File: config.mk
export PLATFORM = sky130hd
export DESIGN_NAME = cba_agu
export DESIGN_NICKNAME = d
export VERILOG_FILES = /design/src/cba_pkg.sv /design/src/cba_agu.sv
export VERILOG_INCLUDE_DIRS = /design/src /design/src/src
export SDC_FILE = /design/constraint.sdc
export NUM_CORES = 1
export LEC_CHECK = 0
export ABC_CLOCK_PERIOD_IN_PS = 16200
export BUFFER_PORTS_ARGS = -buffer_cell sky130_fd_sc_hd__buf_2
export CORE_MARGIN = 2
export CORE_UTILIZATION = 45
export DETAILED_ROUTE_END_ITERATION = 10
export PLACE_DENSITY_LB_ADDON = 0.25
export REMOVE_ABC_BUFFERS = 1
export SYNTH_ARGS = -nofsm -noshare
export SYNTH_HDL_FRONTEND = slang
export SYNTH_SLANG_ARGS = --single-unit
File: constraint.sdc
create_clock -name clock -period 16.2 [get_ports clock]
set_input_delay 3.24 -clock clock [delete_from_list [all_inputs] [get_ports clock]]
set_output_delay 3.24 -clock clock [all_outputs]
set_load 0.05 [all_outputs]
File: src/cba_consts.svh
// Purpose: Offsets, field positions and reset values of the circular/bit-reverse AGU
// Assumes: Register indices are word indices on the plain register port
// Notes:   Definitions only
`ifndef CBA_CONSTS_SVH
`define CBA_CONSTS_SVH
`define CBA_REG_MODE   3'h0
`define CBA_REG_BREV   3'h1
`define CBA_REG_XSTART 3'h2
`define CBA_REG_XEND   3'h3
`define CBA_REG_YSTART 3'h4
`define CBA_REG_YEND   3'h5
`define CBA_XSEL_LSB   0
`define CBA_YSEL_LSB   4
`define CBA_BSEL_LSB   8
`define CBA_XEN_BIT    15
`define CBA_YEN_BIT    14
`define CBA_REVERSE_ENABLE_BIT   15
`define CBA_SEL_OFF    4'hf
`define CBA_MODE_RST   16'h0fff
`define CBA_BREV_RST   16'h0000
`define CBA_BUF_RST    16'h0000
`endif

File: src/cba_pkg.sv
// Purpose: Types of the circular/bit-reverse AGU
// Assumes: 16-bit data addresses, sixteen working registers
// Notes:   Addressing modes are one-hot
package cba_pkg;
	typedef enum logic [4:0] {
		CBA_INDIRECT = 5'b00001,
		CBA_POSTMOD  = 5'b00010,
		CBA_PREMOD   = 5'b00100,
		CBA_REGOFF   = 5'b01000,
		CBA_LITOFF   = 5'b10000
	} cba_mode_t;

	typedef struct packed {
		logic        valid;
		logic        ySpace;
		logic        write;
		logic        byteSize;
		cba_mode_t   mode;
		logic [3:0]  regSel;
		logic [15:0] regVal;
		logic [15:0] step;
	} cba_req_t;

	typedef struct packed {
		logic        valid;
		logic        write;
		logic        ySpace;
		logic        circ;
		logic        reversed;
		logic [15:0] addr;
		logic        wbValid;
		logic [3:0]  wbSel;
		logic [15:0] wbData;
	} cba_res_t;

	typedef struct packed {
		logic [15:0] modeCtl;
		logic [15:0] brevCtl;
		logic [15:0] xStart;
		logic [15:0] xEnd;
		logic [15:0] yStart;
		logic [15:0] yEnd;
		logic [15:0] rdData;
		cba_res_t    res;
	} cba_state_t;
endpackage

File: src/cba_agu.sv
// Purpose: Circular-buffer and bit-reversed effective-address generator
// Assumes: Execution stage presents one request per cycle; one cycle latency
// Notes:
//
// Chosen here: the register offsets and strobed register access.
`timescale 1ns/1ps
`include "cba_consts.svh"
`default_nettype none

module cba_agu
	import cba_pkg::*;
(
	input  wire logic        clock,     // 40 MHz core clock
	input  wire logic        reset_n,   // Synchronous reset, active low
	input  wire logic [2:0]  regAddr,   // Register index
	input  wire logic [15:0] regWrData, // Register write data
	input  wire logic        regWr,     // Write strobe
	input  wire logic        regRd,     // Read strobe
	output logic      [15:0] regRdData, // Read data, cycle after strobe
	input  wire cba_req_t    req,       // Address request from execution stage
	output cba_res_t         res        // Generated address and write-back
);
	cba_state_t st_r;
	cba_state_t st_nxt;

	logic [3:0]  xSel;
	logic [3:0]  ySel;
	logic [3:0]  bSel;
	logic        isMod;
	logic        isInc;
	logic        isDec;
	logic        xCircOn;
	logic        yCircOn;
	logic        brevOn;
	logic        circOn;
	logic [15:0] lo;
	logic [15:0] hi;
	logic [15:0] sum;
	logic [15:0] corr;
	logic [15:0] eff;
	logic [14:0] ptrRev;
	logic [14:0] modRev;
	logic [14:0] revSum;
	logic [14:0] idxNew;
	logic [15:0] brevPtr;

	assign xSel = st_r.modeCtl[`CBA_XSEL_LSB +: 4];
	assign ySel = st_r.modeCtl[`CBA_YSEL_LSB +: 4];
	assign bSel = st_r.modeCtl[`CBA_BSEL_LSB +: 4];
	assign isMod = (req.mode == CBA_POSTMOD) || (req.mode == CBA_PREMOD);
	assign isInc = !req.step[15] && (|req.step);
	assign isDec = req.step[15];
	assign sum = req.regVal + req.step;

	// Pointer match is a full 4-bit compare, so registers 0 to 14 qualify; select 15 turns it off
	assign xCircOn = !req.ySpace && (xSel != `CBA_SEL_OFF) && st_r.modeCtl[`CBA_XEN_BIT]
		&& (req.regSel == xSel);
	assign yCircOn = req.ySpace && (ySel != `CBA_SEL_OFF) && st_r.modeCtl[`CBA_YEN_BIT]
		&& (req.regSel == ySel);
	assign brevOn = !req.ySpace && req.write && !req.byteSize && isMod && isInc
		&& (bSel != `CBA_SEL_OFF) && st_r.brevCtl[`CBA_REVERSE_ENABLE_BIT]
		&& (req.regSel == bSel);
	assign circOn = (xCircOn && !brevOn) || yCircOn;

	assign lo = req.ySpace ? st_r.yStart : st_r.xStart;
	assign hi = req.ySpace ? st_r.yEnd : st_r.xEnd;

	// Strict compares, so a step that jumps well past a bound still wraps
	always_comb begin
		corr = sum;
		if (isInc && (sum > hi)) begin
			corr = lo + (sum - hi - 16'h0001);
		end else if (isDec && (sum < lo)) begin
			corr = hi - (lo - sum - 16'h0001);
		end
	end
	assign eff = circOn ? corr : sum;

	// Reverse-carry add: mirror word index and modifier, add, mirror back
	for (genvar i = 0; i < 15; i++) begin : g_rev
		assign ptrRev[i] = req.regVal[15-i];
		assign modRev[i] = st_r.brevCtl[14-i];
		assign idxNew[i] = revSum[14-i];
	end
	assign revSum = ptrRev + modRev;
	assign brevPtr = {idxNew, 1'b0};

	always_comb begin
		st_nxt = st_r;
		st_nxt.rdData = 16'h0000;
		if (regWr) begin
			unique case (regAddr)
				`CBA_REG_MODE:   st_nxt.modeCtl = regWrData;
				`CBA_REG_BREV:   st_nxt.brevCtl = regWrData;
				`CBA_REG_XSTART: st_nxt.xStart = regWrData;
				`CBA_REG_XEND:   st_nxt.xEnd = regWrData;
				`CBA_REG_YSTART: st_nxt.yStart = regWrData;
				`CBA_REG_YEND:   st_nxt.yEnd = regWrData;
				default: ;
			endcase
		end
		if (regRd) begin
			unique case (regAddr)
				`CBA_REG_MODE:   st_nxt.rdData = st_r.modeCtl;
				`CBA_REG_BREV:   st_nxt.rdData = st_r.brevCtl;
				`CBA_REG_XSTART: st_nxt.rdData = st_r.xStart;
				`CBA_REG_XEND:   st_nxt.rdData = st_r.xEnd;
				`CBA_REG_YSTART: st_nxt.rdData = st_r.yStart;
				`CBA_REG_YEND:   st_nxt.rdData = st_r.yEnd;
				default:         st_nxt.rdData = 16'h0000;
			endcase
		end
		st_nxt.res = '0;
		st_nxt.res.valid = req.valid;
		st_nxt.res.write = req.write;
		st_nxt.res.ySpace = req.ySpace;
		st_nxt.res.wbSel = req.regSel;
		if (req.valid) begin
			st_nxt.res.circ = circOn && (req.mode != CBA_INDIRECT);
			st_nxt.res.reversed = brevOn;
			unique case (req.mode)
				CBA_INDIRECT: begin
					st_nxt.res.addr = req.regVal;
				end
				CBA_POSTMOD: begin
					st_nxt.res.addr = brevOn ? {req.regVal[15:1], 1'b0} : req.regVal;
					st_nxt.res.wbValid = 1'b1;
					st_nxt.res.wbData = brevOn ? brevPtr : eff;
				end
				CBA_PREMOD: begin
					st_nxt.res.addr = brevOn ? brevPtr : eff;
					st_nxt.res.wbValid = 1'b1;
					st_nxt.res.wbData = brevOn ? brevPtr : eff;
				end
				CBA_REGOFF, CBA_LITOFF: begin
					// Offset forms correct the address but leave the pointer alone
					st_nxt.res.addr = eff;
				end
				default: st_nxt.res.addr = req.regVal;
			endcase
			// Y space is word data only
			if (req.ySpace) begin
				st_nxt.res.addr[0] = 1'b0;
			end
		end
	end

	always_ff @(posedge clock) begin
		if (!reset_n) begin
			st_r <= '0;
			st_r.modeCtl <= `CBA_MODE_RST;
			st_r.brevCtl <= `CBA_BREV_RST;
			st_r.xStart <= `CBA_BUF_RST;
			st_r.xEnd <= `CBA_BUF_RST;
			st_r.yStart <= `CBA_BUF_RST;
			st_r.yEnd <= `CBA_BUF_RST;
		end else begin
			st_r <= st_nxt;
		end
	end

	assign regRdData = st_r.rdData;
	assign res = st_r.res;
endmodule

`default_nettype wire

==> flow_metrics.env <==
export IMPL_vias=10555
export IMPL_clock_latency_ps=440
export IMPL_cts_root_buf="clkbuf_16"
export IMPL_synth_top_flop_cell="dfxtp_1"
export IMPL_yosys_top_cells_area="dfxtp_1 27%, ha_1 9.8%, nand2_1 8.0%"
export IMPL_worst_r2r_startpoint="st_r[76]"
export IMPL_antenna_found_initial=1
export IMPL_r2r_end="res[35]"
export IMPL_regToRegSetupSlack_ps=11870
export IMPL_hold_depth=2
export IMPL_ir_drop_uv=77.8
export IMPL_start_util_pct=45.9
export IMPL_cts_resized=0
export IMPL_drv_slew=0
export IMPL_gp_congestion=0.939
export IMPL_hold_violations=0
export IMPL_dr_pass1_iters=6
export IMPL_yosysTopAreaCell="dfxtp_1"
export IMPL_drive_gt1_share_pct=14.1
export IMPL_cts_tree="built"
export IMPL_end_kind="flop"
export IMPL_dieHeight_um=164
export IMPL_finClkSkew_ps=14.0
export IMPL_status="finished, final reports clean"
export IMPL_tightest_slew_ps=1190
export IMPL_routed_wl_um=35400
export IMPL_max_cap_violations=0
export IMPL_total_power_uw=1300
export IMPL_grt_setup_unrepaired="no"
export IMPL_vias_per_cell=5.94
export IMPL_n_fill_cell=2419
export IMPL_track_usage_pct=26.4
export IMPL_drt_iter0_drc=1093
export IMPL_grt_overflow=0
export IMPL_ys_warn_count=0
export IMPL_syn_area_um2=11600
export IMPL_critPathLaunchType="input port"
export IMPL_yosysSeqAreaShare_pct=26.7
export IMPL_ys_seq_elements=154
export IMPL_synth_edf_count=0
export IMPL_cts_buffers=17
export IMPL_setup_violations=0
export IMPL_min_period_ps=8010
export IMPL_die_area_um2=27000
export IMPL_final_nets=1622
export IMPL_finalCritPeriodShare_pct=49.4
export IMPL_syn_to_final_growth_pct=9.24
export IMPL_cts_reportedPaths_clkPinSlew_ps=60
export IMPL_grt_pass1_wl_um=54600
export IMPL_port_buffers=125
export IMPL_post_drt_wl_per_cell_um=19.9
export IMPL_drc=0
export IMPL_path_class="in -> reg"
export IMPL_rows=58
export IMPL_hp_start="st_r[151]"
export IMPL_diodes=0
export IMPL_max_freq_mhz=125
export IMPL_hold_class="reg -> reg"
export IMPL_die_w_um=164
export IMPL_p_leak_uw=0.00537
export IMPL_tns_ps=0
export IMPL_grt_max_degree=71
export IMPL_path_max_fanout=16
export IMPL_min_to="st_r[151]"
export IMPL_powerDensity_nw_per_um2=103
export IMPL_cts_hold_buf=0
export IMPL_cts_setup_buffers=0
export IMPL_postSynthAreaPerCell_um2=8.27
export IMPL_cts_max_level=4
export IMPL_num_io_pins=126
export IMPL_ys_types=84
export IMPL_core_area_um2=25200
export IMPL_ant_nets=0
export IMPL_cts_sinks=154
export IMPL_reg2reg_depth=14
export IMPL_relSlewSlack_pct=20.6
export IMPL_cp_arrival_ps=8290
export IMPL_first_global_vias=10011
export IMPL_clock_path_buffers=2
export IMPL_hpwl_um=25900
export IMPL_required_ps=16480
export IMPL_synth_top_area_share_pct=26.7
export IMPL_synthCells=1398
export IMPL_synthArstFlopShare_pct=0
worst max-delay path by stage:
stage,start,cells past startpoint,slack (ps),end
after CTS,req[0],20,8270,res[34]
after detailed placement,req[0],20,7820,res[34]
final,req[0],20,8190,res[34]
after floorplan,req[0],19,8790,res[34]
after global routing,req[0],20,7930,res[34]
after global placement,req[0],20,7970,res[34]
worst max-delay path, stage by stage:
cell and delay, ps:
buf_2 110, ha_1 230, fa_1 440, a211oi_2 350
o21ai_4 150, nand3b_2 160, a21boi_2 100, o21a_1 180
o21ai_1 250, or4b_1 500, nand3_1 210, ha_1 290
nor2b_1 130, o21ai_0 140, nand3b_1 180, nor3_4 590
a21o_1 490, nand2_1 110, a22oi_1 290, o22ai_1 140
power by group:
part | leakage, µW | switching (µW) | internal [µW] | total (µW)
sequential | 0.00125 | 6.51 | 388 | 394
clock | 0.000290 | 191 | 222 | 413
combinational | 0.00383 | 297 | 201 | 497
total | 0.00537 | 494 | 811 | 1300
sequential cells by signal (all words and copies together), names as in the netlist:
signal	flops
res	42
regRdData	16
modRev	15
bSel	4
st_r	77
layout by cell type (no fill, tap or decap), drive strengths merged, types with 4 or more instances in the layout:
cell and count:
nand2 247, dfxtp 154, buf 138, ha 91, a21boi 87, a21oi 67, a22oi 61, inv 60
o21ai 45, nand3 44, nor2 44, xnor2 40, mux2i 36, fa 29, a21o 29, xor2 28
a31oi 26, and2 19, clkbuf 18, nor3 18, a211oi 16, nand2b 12, nand4 10, nor2b 9
o211ai 8, o21a 8, o21bai 7, or3 7, nor4 7, and3 7, a32oi 7, nor3b 6
a32o 5, a31o 5, clkinv 5, a2111oi 4
cell usage after synthesis (8+ instances only):
library cell	count
ha_1	91
fa_1	29
clkbuf_1	53
a211oi_1	14
a21boi_1	9
nand2b_1	12
o21ai_0	39
a21boi_0	77
inv_1	53
buf_4	59
nand4_1	10
a22oi_1	60
xor2_1	28
nand3_1	44
a21oi_1	64
xnor2_1	40
nor2b_1	9
nand2_1	246
o211ai_1	8
nor2_1	43
a31oi_1	24
and2_1	17
nor3_1	17
dfxtp_1	154
a21o_1	27
mux2i_1	35
layer usage:
layer,vias up,track usage (%),routed length [µm]
met5,-,0,9
li1,4978,-,-
met2,478,42.1,15700
met3,66,5.28,2840
met1,5031,36.0,16100
met4,2,8.09,730
stage by stage:
step | std cells | utilization [%] | instance area, µm² | hold WS, ps | worst slack [ps]
detailed placement | 1745 | 47.8 | 12000 | 467 | 7820
CTS | 1777 | 50.2 | 12600 | 477 | 8270
finish | 1777 | 50.2 | 12600 | 476 | 8190
global placement | 1745 | 47.8 | 12000 | 457 | 7970
floorplan | 1277 | - | 10900 | 444 | 8790
global route | 1777 | 50.2 | 12600 | 494 | 7930
kinds of logic (layout without fill, tap and decap cells):
kind of cell             count (synthesis)  after routing  share of synthesized area, %
AND/OR/NAND/NOR                        441            441                          17.4
AO/OA/AOI/OAI                          403            403                          24.7
buffers and inverters                  174            223                          7.74
flip-flops                             154            154                          26.7
adder cells (fa/ha/maj)                120            120                          14.9
XOR/XNOR                                69             69                          5.34
multiplexers                            37             37                          3.25
layout make-up:
class / count / area [µm²] / area share, %
Sequential cell: 154 / 3080 / 24.4
Multi-Input combinational cell: 1070 / 7620 / 60.3
Tap cell: 330 / 413 / 3.27
Timing Repair Buffer: 138 / 723 / 5.72
Clock buffer: 18 / 439 / 3.48
Inverter: 53 / 199 / 1.57
Clock inverter: 14 / 154 / 1.22
(Power assumes the default switching activity.)
